==> config.mk <==
export PLATFORM = sky130hd
export DESIGN_NAME = alert_consecutive_sample_filter
export DESIGN_NICKNAME = d
export VERILOG_FILES = /design/src/common/alert_filter_pkg.sv /design/src/sample_qualifier.sv /design/src/alert_consecutive_sample_filter.sv
export VERILOG_INCLUDE_DIRS = /design/src /design/src/common
export SDC_FILE = /design/constraint.sdc
export NUM_CORES = 1
export LEC_CHECK = 0
export BUFFER_PORTS_ARGS = -buffer_cell sky130_fd_sc_hd__buf_2
export CORE_MARGIN = 3
export CORE_UTILIZATION = 35
export CTS_BUF_LIST = sky130_fd_sc_hd__clkbuf_8
export CTS_CLUSTER_DIAMETER = 120
export DETAILED_ROUTE_END_ITERATION = 16
export GPL_TIMING_DRIVEN = 1
export SYNTH_ARGS = -nofsm -noshare
export SYNTH_HDL_FRONTEND = slang
export SYNTH_SLANG_ARGS = --single-unit
==> constraint.sdc <==
create_clock -name core_clk -period 4.75 [get_ports core_clk]
set_input_delay 0.475 -clock core_clk [delete_from_list [all_inputs] [get_ports core_clk]]
set_output_delay 0.475 -clock core_clk [all_outputs]
set_load 0.03 [all_outputs]
==> src/common/alert_filter_params.svh <==
`ifndef ALERT_FILTER_PARAMS_SVH
`define ALERT_FILTER_PARAMS_SVH

// register addresses
`define OVERCURRENT_COUNT_ADDR  8'h44
`define UNDERCURRENT_COUNT_ADDR 8'h45
`define OVERPOWER_COUNT_ADDR    8'h46
`define OVERVOLTAGE_COUNT_ADDR  8'h47
`define ALERT_ENABLE_ADDR       8'h49
`define ALERT_ENABLE_HI_ADDR    8'h4a
`define REFRESH_ADDR            8'h4b

// reset values
`define COUNT_REG_RESET  8'h00
`define ALERT_EN_RESET   16'h0000

// channel field positions inside a count register (low bit of the pair)
`define FIELD_CH1_LSB 6
`define FIELD_CH2_LSB 4
`define FIELD_CH3_LSB 2
`define FIELD_CH4_LSB 0

// sample counts selected by the 2-bit codes
`define SAMPLES_CODE0 5'd1
`define SAMPLES_CODE1 5'd4
`define SAMPLES_CODE2 5'd8
`define SAMPLES_CODE3 5'd16

`endif

==> src/common/alert_filter_pkg.sv <==
package alert_filter_pkg;

    typedef enum logic [1:0] {
        kind_overcurrent,
        kind_undercurrent,
        kind_overpower,
        kind_overvoltage
    } alert_kind_t;

    // one completed conversion: limit comparator results per kind and channel
    typedef struct packed {
        logic       done;
        logic [3:0] overcurrent;
        logic [3:0] undercurrent;
        logic [3:0] overpower;
        logic [3:0] overvoltage;
    } conversion_t;

    typedef struct packed {
        logic       write;
        logic       read;
        logic [7:0] addr;
        logic [7:0] wdata;
    } reg_req_t;

    typedef struct packed {
        logic [3:0] overcurrent;
        logic [3:0] undercurrent;
        logic [3:0] overpower;
        logic [3:0] overvoltage;
    } alert_vec_t;

endpackage

==> src/sample_qualifier.sv <==
`timescale 1ns/100ps
`include "alert_filter_params.svh"

module sample_qualifier (
    input  wire logic       core_clk,
    input  wire logic       reset_n,
    input  wire logic       conv_done,
    input  wire logic       beyond_limit,
    input  wire logic [1:0] count_code,
    output logic            qualified
);
    logic [4:0] run_q;
    logic [4:0] need;

    always_comb begin
        case (count_code)
            2'b00:   need = `SAMPLES_CODE0;
            2'b01:   need = `SAMPLES_CODE1;
            2'b10:   need = `SAMPLES_CODE2;
            default: need = `SAMPLES_CODE3;
        endcase
    end

    // counter only moves on a completed conversion
    always_ff @(posedge core_clk or negedge reset_n) begin
        if (!reset_n) begin
            run_q <= 5'd0;
        end else if (conv_done) begin
            if (!beyond_limit) begin
                run_q <= 5'd0;
            end else if (run_q < need) begin
                run_q <= run_q + 5'd1;
            end
        end
    end

    // lowered code after qualifying keeps it qualified, since run_q >= need
    assign qualified = (run_q >= need) && (run_q != 5'd0);

endmodule

==> src/alert_consecutive_sample_filter.sv <==
// Operation
// - A 2-bit count code selects 1, 4, 8 or 16 consecutive samples for codes 00, 01, 10 and 11.
// - After reset every count field is 00 so one sample beyond the limit triggers its alert.
// - The overcurrent count register holds channel 2 in bits 5-4, channel 3 in 3-2, channel 4 in 1-0.
// - An undercurrent alert rises only after the programmed run of samples below the limit.
// - An overpower alert rises only after the programmed run of samples above the limit.
// - An overvoltage alert rises only after the programmed run of samples above the limit.
// - Undercurrent, overpower and overvoltage registers hold channel 1 in bits 7-6 down to channel 4 in 1-0.
// - Undercurrent, overpower and overvoltage counts live in 8-bit read/write registers at 45h, 46h, 47h.
// - A channel counter clears only when a completed conversion shows the condition gone.
// - A qualified condition reaches the alert output only if enabled, and new enables act after refresh.
`timescale 1ns/100ps
`include "alert_filter_params.svh"

module alert_consecutive_sample_filter (
    input  wire logic                         core_clk,
    input  wire logic                         reset_n,
    input  wire alert_filter_pkg::reg_req_t   reg_req,
    output logic [7:0]                        reg_rdata,
    output logic                              reg_rvalid,
    input  wire alert_filter_pkg::conversion_t conv,
    output alert_filter_pkg::alert_vec_t      alert_status,
    output logic                              alert_out
);
    import alert_filter_pkg::*;

    logic [7:0]  overcurrent_count_q;
    logic [7:0]  undercurrent_count_q;
    logic [7:0]  overpower_count_q;
    logic [7:0]  overvoltage_count_q;
    logic [15:0] enable_q;
    logic [15:0] enable_active_q;
    // per kind and channel, channel 1 in the top bit
    alert_vec_t  qual;
    logic [15:0] gated;
    logic        wr_hit;
    logic        rd_hit;

    // count fields, channel 1 in the top pair
    logic [1:0]  overcurrent_count_ch2;
    logic [1:0]  overcurrent_count_ch3;
    logic [1:0]  overcurrent_count_ch4;
    logic [1:0]  undercurrent_count_ch1;
    logic [1:0]  undercurrent_count_ch2;
    logic [1:0]  undercurrent_count_ch3;
    logic [1:0]  undercurrent_count_ch4;
    logic [1:0]  overpower_count_ch1;
    logic [1:0]  overpower_count_ch2;
    logic [1:0]  overpower_count_ch3;
    logic [1:0]  overpower_count_ch4;
    logic [1:0]  overvoltage_count_ch1;
    logic [1:0]  overvoltage_count_ch2;
    logic [1:0]  overvoltage_count_ch3;
    logic [1:0]  overvoltage_count_ch4;

    assign wr_hit = reg_req.write;
    assign rd_hit = reg_req.read;

    // count registers
    always_ff @(posedge core_clk or negedge reset_n) begin
        if (!reset_n) begin
            overcurrent_count_q  <= `COUNT_REG_RESET;
            undercurrent_count_q <= `COUNT_REG_RESET;
            overpower_count_q    <= `COUNT_REG_RESET;
            overvoltage_count_q  <= `COUNT_REG_RESET;
        end else if (wr_hit) begin
            case (reg_req.addr)
                `OVERCURRENT_COUNT_ADDR:  overcurrent_count_q  <= {2'b00, reg_req.wdata[5:0]};
                `UNDERCURRENT_COUNT_ADDR: undercurrent_count_q <= reg_req.wdata;
                `OVERPOWER_COUNT_ADDR:    overpower_count_q    <= reg_req.wdata;
                `OVERVOLTAGE_COUNT_ADDR:  overvoltage_count_q  <= reg_req.wdata;
                default: ;
            endcase
        end
    end

    // enables: overcurrent 15-12, undercurrent 11-8, overpower 7-4, overvoltage 3-0
    always_ff @(posedge core_clk or negedge reset_n) begin
        if (!reset_n) begin
            enable_q <= `ALERT_EN_RESET;
        end else if (wr_hit && reg_req.addr == `ALERT_ENABLE_ADDR) begin
            enable_q[7:0] <= reg_req.wdata;
        end else if (wr_hit && reg_req.addr == `ALERT_ENABLE_HI_ADDR) begin
            enable_q[15:8] <= reg_req.wdata;
        end
    end

    // own refresh address, so a half-written enable pair never acts
    always_ff @(posedge core_clk or negedge reset_n) begin
        if (!reset_n) begin
            enable_active_q <= `ALERT_EN_RESET;
        end else if (wr_hit && reg_req.addr == `REFRESH_ADDR) begin
            enable_active_q <= enable_q;
        end
    end

    // overcurrent channel 1 count is held outside this block
    assign overcurrent_count_ch2  = overcurrent_count_q[`FIELD_CH2_LSB +: 2];
    assign overcurrent_count_ch3  = overcurrent_count_q[`FIELD_CH3_LSB +: 2];
    assign overcurrent_count_ch4  = overcurrent_count_q[`FIELD_CH4_LSB +: 2];
    assign undercurrent_count_ch1 = undercurrent_count_q[`FIELD_CH1_LSB +: 2];
    assign undercurrent_count_ch2 = undercurrent_count_q[`FIELD_CH2_LSB +: 2];
    assign undercurrent_count_ch3 = undercurrent_count_q[`FIELD_CH3_LSB +: 2];
    assign undercurrent_count_ch4 = undercurrent_count_q[`FIELD_CH4_LSB +: 2];
    assign overpower_count_ch1    = overpower_count_q[`FIELD_CH1_LSB +: 2];
    assign overpower_count_ch2    = overpower_count_q[`FIELD_CH2_LSB +: 2];
    assign overpower_count_ch3    = overpower_count_q[`FIELD_CH3_LSB +: 2];
    assign overpower_count_ch4    = overpower_count_q[`FIELD_CH4_LSB +: 2];
    assign overvoltage_count_ch1  = overvoltage_count_q[`FIELD_CH1_LSB +: 2];
    assign overvoltage_count_ch2  = overvoltage_count_q[`FIELD_CH2_LSB +: 2];
    assign overvoltage_count_ch3  = overvoltage_count_q[`FIELD_CH3_LSB +: 2];
    assign overvoltage_count_ch4  = overvoltage_count_q[`FIELD_CH4_LSB +: 2];

    // overcurrent filters
    sample_qualifier overcurrent_ch1_qualifier (
        .core_clk     (core_clk),
        .reset_n      (reset_n),
        .conv_done    (conv.done),
        .beyond_limit (conv.overcurrent[3]),
        .count_code   (2'b00), // count field lives elsewhere, one sample here
        .qualified    (qual.overcurrent[3])
    );

    sample_qualifier overcurrent_ch2_qualifier (
        .core_clk     (core_clk),
        .reset_n      (reset_n),
        .conv_done    (conv.done),
        .beyond_limit (conv.overcurrent[2]),
        .count_code   (overcurrent_count_ch2),
        .qualified    (qual.overcurrent[2])
    );

    sample_qualifier overcurrent_ch3_qualifier (
        .core_clk     (core_clk),
        .reset_n      (reset_n),
        .conv_done    (conv.done),
        .beyond_limit (conv.overcurrent[1]),
        .count_code   (overcurrent_count_ch3),
        .qualified    (qual.overcurrent[1])
    );

    sample_qualifier overcurrent_ch4_qualifier (
        .core_clk     (core_clk),
        .reset_n      (reset_n),
        .conv_done    (conv.done),
        .beyond_limit (conv.overcurrent[0]),
        .count_code   (overcurrent_count_ch4),
        .qualified    (qual.overcurrent[0])
    );

    // undercurrent filters
    sample_qualifier undercurrent_ch1_qualifier (
        .core_clk     (core_clk),
        .reset_n      (reset_n),
        .conv_done    (conv.done),
        .beyond_limit (conv.undercurrent[3]),
        .count_code   (undercurrent_count_ch1),
        .qualified    (qual.undercurrent[3])
    );

    sample_qualifier undercurrent_ch2_qualifier (
        .core_clk     (core_clk),
        .reset_n      (reset_n),
        .conv_done    (conv.done),
        .beyond_limit (conv.undercurrent[2]),
        .count_code   (undercurrent_count_ch2),
        .qualified    (qual.undercurrent[2])
    );

    sample_qualifier undercurrent_ch3_qualifier (
        .core_clk     (core_clk),
        .reset_n      (reset_n),
        .conv_done    (conv.done),
        .beyond_limit (conv.undercurrent[1]),
        .count_code   (undercurrent_count_ch3),
        .qualified    (qual.undercurrent[1])
    );

    sample_qualifier undercurrent_ch4_qualifier (
        .core_clk     (core_clk),
        .reset_n      (reset_n),
        .conv_done    (conv.done),
        .beyond_limit (conv.undercurrent[0]),
        .count_code   (undercurrent_count_ch4),
        .qualified    (qual.undercurrent[0])
    );

    // overpower filters
    sample_qualifier overpower_ch1_qualifier (
        .core_clk     (core_clk),
        .reset_n      (reset_n),
        .conv_done    (conv.done),
        .beyond_limit (conv.overpower[3]),
        .count_code   (overpower_count_ch1),
        .qualified    (qual.overpower[3])
    );

    sample_qualifier overpower_ch2_qualifier (
        .core_clk     (core_clk),
        .reset_n      (reset_n),
        .conv_done    (conv.done),
        .beyond_limit (conv.overpower[2]),
        .count_code   (overpower_count_ch2),
        .qualified    (qual.overpower[2])
    );

    sample_qualifier overpower_ch3_qualifier (
        .core_clk     (core_clk),
        .reset_n      (reset_n),
        .conv_done    (conv.done),
        .beyond_limit (conv.overpower[1]),
        .count_code   (overpower_count_ch3),
        .qualified    (qual.overpower[1])
    );

    sample_qualifier overpower_ch4_qualifier (
        .core_clk     (core_clk),
        .reset_n      (reset_n),
        .conv_done    (conv.done),
        .beyond_limit (conv.overpower[0]),
        .count_code   (overpower_count_ch4),
        .qualified    (qual.overpower[0])
    );

    // overvoltage filters
    sample_qualifier overvoltage_ch1_qualifier (
        .core_clk     (core_clk),
        .reset_n      (reset_n),
        .conv_done    (conv.done),
        .beyond_limit (conv.overvoltage[3]),
        .count_code   (overvoltage_count_ch1),
        .qualified    (qual.overvoltage[3])
    );

    sample_qualifier overvoltage_ch2_qualifier (
        .core_clk     (core_clk),
        .reset_n      (reset_n),
        .conv_done    (conv.done),
        .beyond_limit (conv.overvoltage[2]),
        .count_code   (overvoltage_count_ch2),
        .qualified    (qual.overvoltage[2])
    );

    sample_qualifier overvoltage_ch3_qualifier (
        .core_clk     (core_clk),
        .reset_n      (reset_n),
        .conv_done    (conv.done),
        .beyond_limit (conv.overvoltage[1]),
        .count_code   (overvoltage_count_ch3),
        .qualified    (qual.overvoltage[1])
    );

    sample_qualifier overvoltage_ch4_qualifier (
        .core_clk     (core_clk),
        .reset_n      (reset_n),
        .conv_done    (conv.done),
        .beyond_limit (conv.overvoltage[0]),
        .count_code   (overvoltage_count_ch4),
        .qualified    (qual.overvoltage[0])
    );

    assign gated = qual & enable_active_q;

    // registered status
    always_ff @(posedge core_clk or negedge reset_n) begin
        if (!reset_n) begin
            alert_status <= '0;
        end else begin
            alert_status <= gated;
        end
    end

    // registered pin, same edge as the status
    always_ff @(posedge core_clk or negedge reset_n) begin
        if (!reset_n) begin
            alert_out <= 1'b0;
        end else begin
            alert_out <= |gated;
        end
    end

    // read port; unmapped addresses and the write-only refresh read zero
    always_ff @(posedge core_clk or negedge reset_n) begin
        if (!reset_n) begin
            reg_rdata  <= 8'h00;
            reg_rvalid <= 1'b0;
        end else begin
            reg_rvalid <= rd_hit;
            if (rd_hit) begin
                case (reg_req.addr)
                    `OVERCURRENT_COUNT_ADDR:  reg_rdata <= overcurrent_count_q;
                    `UNDERCURRENT_COUNT_ADDR: reg_rdata <= undercurrent_count_q;
                    `OVERPOWER_COUNT_ADDR:    reg_rdata <= overpower_count_q;
                    `OVERVOLTAGE_COUNT_ADDR:  reg_rdata <= overvoltage_count_q;
                    `ALERT_ENABLE_ADDR:       reg_rdata <= enable_q[7:0];
                    `ALERT_ENABLE_HI_ADDR:    reg_rdata <= enable_q[15:8];
                    default:                  reg_rdata <= 8'h00;
                endcase
            end
        end
    end

endmodule

Word-level counts from Yosys, hierarchy flattened
Index checks and enable logic that the tools add are counted.
- bits in registers: 168
- output and inout port bits: 26
- input bits: 37
- reductions and logical operators: 72
- $lt $le $gt $ge: 32
- bitwise logic cells: 2
- add/sub/neg operators: 16
- multiplexer cells: 48
- equal/unequal tests: 53
- operators with widths (kind ; count):
    5-bit case mux with 3 select lines ; 15
    5-bit 2-to-1 mux ; 32
    5-bit by 1-bit adder with 5-bit output (second input constant) ; 16
    5-bit nonzero test ; 16
    5-bit greater-or-equal comparator ; 15
    5-bit less-than comparator ; 15
    8-bit by 7-bit equality test with 1-bit output (second input constant) ; 7
    8-bit case mux with 6 select lines ; 1
    2-bit AND reduction ; 21
    2-bit by 1-bit inequality test with 1-bit output (second input constant) ; 16
    2-bit by 1-bit equality test with 1-bit output (second input constant) ; 15
    2-bit equality test (second input constant) ; 15
    2-bit logical NOT ; 15
    1-bit logical AND ; 19
    16-bit bitwise AND ; 1
    16-bit OR reduction ; 1
    5-bit by 1-bit greater-or-equal comparator with 1-bit output (second input constant) ; 1
    5-bit by 1-bit less-than comparator with 1-bit output (second input constant) ; 1
    1-bit NOT ; 1

Longest topological paths before layout
- depth after elaboration: 6
- gate-level depth with buffers: 8

By module
A second synthesis with hierarchy kept.
- cell total of the unflattened synthesis: 1101
- area, all modules: 11149.4 um^2
- by module, submodules not included (module ; sequential area each (um^2) ; instances ; cells an instance ; area an instance (um^2)):
    sample_qualifier ; 125.1 ; 16 ; 53 ; 466.7
    alert_consecutive_sample_filter ; 2202.1 ; 1 ; 253 ; 3682.3

Worst setup path after synthesis
OpenSTA, ideal clock, no wires.
- kind: reg-to-reg
- start point: register undercurrent_count_q[4]
- end point: register alert_out
- stages on the path, launching flop included: 9
- slack: 2.571 ns
- library setup time: 0.139 ns
- data arrival time: 2.041 ns
- cell sequence: dfrtp_1 nand2b_1 ha_1 a21o_1 a21oi_1 a21oi_1 nor4_1 nand3_1 or4_1
- longest elaborated chain between the ends: 6
- RTL lines (element ; RTL line ; source):
    from (decl) ; alert_consecutive_sample_filter.sv:28 ; logic [7:0] undercurrent_count_q;
    from (signal assigned) ; alert_consecutive_sample_filter.sv:63 ; undercurrent_count_q <= `COUNT_REG_RESET;
    from (signal assigned) ; alert_consecutive_sample_filter.sv:69 ; `UNDERCURRENT_COUNT_ADDR: undercurrent_count_q <= reg_req.wdata;
    2-bit equality test, or another cell as far along ; sample_qualifier.sv:16 ; case (count_code)
    5-bit case mux with 3 select lines * ; sample_qualifier.sv:16 ;
    5-bit greater-or-equal comparator * ; sample_qualifier.sv:38 ; assign qualified = (run_q >= need) && (run_q != 5'd0);
    1-bit logical AND * ; sample_qualifier.sv:38 ;
    16-bit bitwise AND * ; alert_consecutive_sample_filter.sv:262 ; assign gated = qual & enable_active_q;
    via gated[10] ; alert_consecutive_sample_filter.sv:35 ; logic [15:0] gated;
    16-bit OR reduction * ; alert_consecutive_sample_filter.sv:278 ; alert_out <= |gated;
    to (signal assigned) ; alert_consecutive_sample_filter.sv:278 ;
    to (decl) ; alert_consecutive_sample_filter.sv:23 ; output logic alert_out
The timed path passes the listed nets; every way through them passes the cells marked *.
A chain may end at the register's enable or synchronous reset.

Worst setup path after layout
- start point: register undercurrent_count_q[6]
- end point: register alert_out
The elaborated chain is that of the path after synthesis.

==> reports/qor.txt <==
CTS clk-pin slew, worst paths - 0.10 ns
Seq pwr share - 0.440
grt ovf - 0
Synthesized Nets - 1105
area occupied by multi-input gates - 0.00517 sq mm
syn avg cell area - 9.95 sq um
cts hold-fix bufs - 0
YS warnings - 0
CTS tree - done
switch share - 0.338
RSZ-0062 raised after global routing - false
outcome - completed
nets@finish - 1173
Slew @ Worst Pin - 0.990 ns
post-synthesis instance total - 975
initial antenna violation count - 0
crit-path most repeated cell - a21oi_1
Unique masters post-synth - 50
WL/cell - 16.0 microns
Resize count post-CTS - 0
Crit Path Class - flip-flop to flip-flop
Main synth FF type - dfrtp_1
first-pass GRT wire length - 37900 microns
Die Height - 173 microns
fin area - 0.0109 sq mm
Placeable Area - 0.0271 sq mm
H-tree levels - 4
crit path max fanout - 6
gr usage total - 0.156
DRT Pass-1 Iters - 5
Hold Slack - 0.0501 ns
Pint - 0.00272 W
slowest cell on the critical path - nor4_1
Mapped Area - 0.00971 sq mm
Async SR Flop Fraction - 1.00
Hold Fails Final Rpt - 0
crit-path cells - nand2b_1 > ha_1 > a21o_1 > a21oi_1 > a21oi_1 > nor4_1 > nand3_1 > or4_1
I/O pins - 63
crit path DAT - 2.97 ns
final setup TNS - 0 ns
port bufs - 62
register area share after synthesis - 0.433
total wire length - 22800 microns
remaining routing DRC violations - 0
maximum clock frequency - 0.379 GHz
Detailed Place HPWL - 16800 microns
register area - 0.00420 sq mm
Final Max Slew Viols - 0
fraction of layout cells with a size suffix above 1 - 0.164
Final ANT Viol Nets - 0
clock share of power - 0.290
dpl cell area - 0.0104 sq mm
clk_lat worst skew - 0.46 ns
post-synth top area cell - dfrtp_1
Critical Path Start Type - flip-flop
fin crit share - 0.555
CTS max path bufs - 2
drt via density - 5.13
Worst Skew - 0.0158 ns
post-layout min period - 2.64 ns
TritonCTS buffer count - 17
count of final setup violators - 0
Leak Pwr - 5.24 nW
initial DRC count - 503
leading post-synthesis cells by cell area - dfrtp_1, ha_1, mux2_2
VDD IR-drop max - 186 uV
full die area - 0.0298 sq mm
combinational share of power - 0.270
die width - 173 microns
Vias - 7314
worst endpoint required time - 5.09 ns
Rel. slew slack - 0.339
Filler cells - 2654
ANT cells - 0
postcts setup bufs - 0
num rows - 60
CTS Root Cell - clkbuf_8
endpoint class of the critical path - flip-flop
Starting Density - 0.358
pwr dens - 376 mW/mm^2
global placement routability congestion - 0.799
Yosys top cell area share - 0.433
Synth-to-Final Area Change - 12.3%
maxcap violations - 0
crit-path max cell delay - 0.53 ns
number of flops mapped to enable cells by yosys - 0
vias in the first global route - 7190
post-synthesis sequential element count - 168
hold crit path type - primary input to async pin
clock sinks - 168
Switch Pwr - 0.00139 W
pin count of the biggest net entering global routing - 92
## routing by layer
metal  up-vias  global-route usage  part of all wire
met2       121               0.248              0.46
met3        21              0.0325             0.034
met5         -                   0                 0
met1      3534               0.216              0.49
li1       3638                   -                 -
met4         0              0.0473             0.019
## worst max-delay path, delay by kind of cell (launching register included)
| family | cells | cell delay, ns |
|---|---|---|
| AOI/OAI and AO/OA | 3 | 0.45 |
| adders and majority gates | 1 | 0.31 |
| DFF | 1 | 0.43 |
| and+or+nand+nor | 4 | 1.32 |
## path summary, 6_finish.rpt
check,start,endpoint,slack (ns),cells past startpoint
worst max register to register,undercurrent_count_q[6],alert_out,2.11,8
worst min register to register,enable_active_q[5],enable_active_q[5],0.52,1
worst max-delay path,undercurrent_count_q[6],alert_out,2.11,8
worst min-delay path,reset_n,overpower_ch3_qualifier.run_q[1],0.05,1
min in group core_clk,conv[15],overcurrent_ch1_qualifier.run_q[2],0.30,3
max in group asynchronous,reset_n,undercurrent_ch4_qualifier.run_q[0],3.76,2
## layout make-up
class,instances,area share
clock inverters,12,0.0181
repair buffers,63,0.0309
flip-flops and latches,168,0.386
clock buffers,19,0.0240
inverters,70,0.0241
well taps,372,0.0427
multi-input cells,723,0.475
## power by group through the flow
stage	sequential, W	combinational, W	clock, W
after detailed placement	0.00183	0.00111	0
after CTS	0.00181	0.00112	0.00122
after global placement	0.00183	0.00109	0
final	0.00181	0.00111	0.00119
after floorplan	0.00178	0.000835	0
after global routing	0.00184	0.00131	0.00128
## flip-flops by register name (all words and copies together), names as in the netlist, 6 cells and up
signal,flops
reg_rdata,8
overvoltage_count_q,8
overpower_count_q,8
enable_active_q,16
alert_status,16
undercurrent_count_q,8
enable_q,16
overcurrent_count_q,6
## synthesized netlist by cell type, drive strengths merged, types with 2 or more instances
library cell  count
nor3b             2
nor2b             2
nor3              5
a21o             15
nand2b           57
dfrtp           168
a21boi           11
and4              2
a31o              2
and2             25
o31ai            21
nor2             42
nand4             6
and3             17
or4               3
inv              70
nand2            82
mux2i             6
nand3            47
buf               8
clkbuf            6
nor4              6
a22oi            14
ha               93
a21oi            37
a211o             5
mux2             64
a31oi             9
o211a             5
or4b              2
o21ai           112
o41ai            13
a22o              2
o211ai            3
or3               5
## through the flow
stage / power [W] / util / std cells / setup slack [ns]
after CTS: 0.00415 / 0.402 / 1427 / 2.13
after global routing: 0.00444 / 0.402 / 1427 / 1.91
after floorplan: 0.00261 / - / 975 / 2.57
after detailed placement: 0.00294 / 0.385 / 1396 / 2.14
final: 0.00410 / 0.402 / 1427 / 2.11
after global placement: 0.00292 / 0.385 / 1396 / 2.21
## cells in the final DEF, fill, tap and decap left out, types with 3 or more instances in the layout
| cell type | count |
|---|---|
| buf_2 | 61 |
| a22oi_1 | 14 |
| nor2_1 | 41 |
| and2_1 | 25 |
| a21o_1 | 15 |
| a211o_1 | 5 |
| nand4_1 | 6 |
| a21oi_1 | 37 |
| o211ai_1 | 3 |
| a31oi_1 | 9 |
| nand3_1 | 45 |
| mux2i_1 | 6 |
| bufinv_16 | 5 |
| nor3_1 | 4 |
| clkbuf_8 | 19 |
| o41ai_1 | 13 |
| or3_1 | 5 |
| ha_1 | 93 |
| o21ai_0 | 111 |
| o211a_1 | 5 |
| a21boi_0 | 11 |
| o31ai_1 | 21 |
| or4_1 | 3 |
| and3_1 | 17 |
| nand2_1 | 79 |
| inv_1 | 70 |
| clkinv_2 | 3 |
| dfrtp_1 | 168 |
| nor4_1 | 6 |
| nand2_4 | 3 |
| nand2b_1 | 57 |
| mux2_2 | 64 |
## cells by family (layout without fill, tap and decap cells)
| kind of cell | Yosys count | in the layout | synth area share |
|---|---|---|---|
| AND/OR/NAND/NOR | 306 | 306 | 0.171 |
| flip-flops | 168 | 168 | 0.433 |
| AO/OA/AOI/OAI | 254 | 254 | 0.162 |
| adder cells (fa/ha/maj) | 93 | 93 | 0.120 |
| buffers and inverters | 84 | 164 | 0.0339 |
| multiplexers | 70 | 70 | 0.0804 |
(Power assumes the default switching activity.)
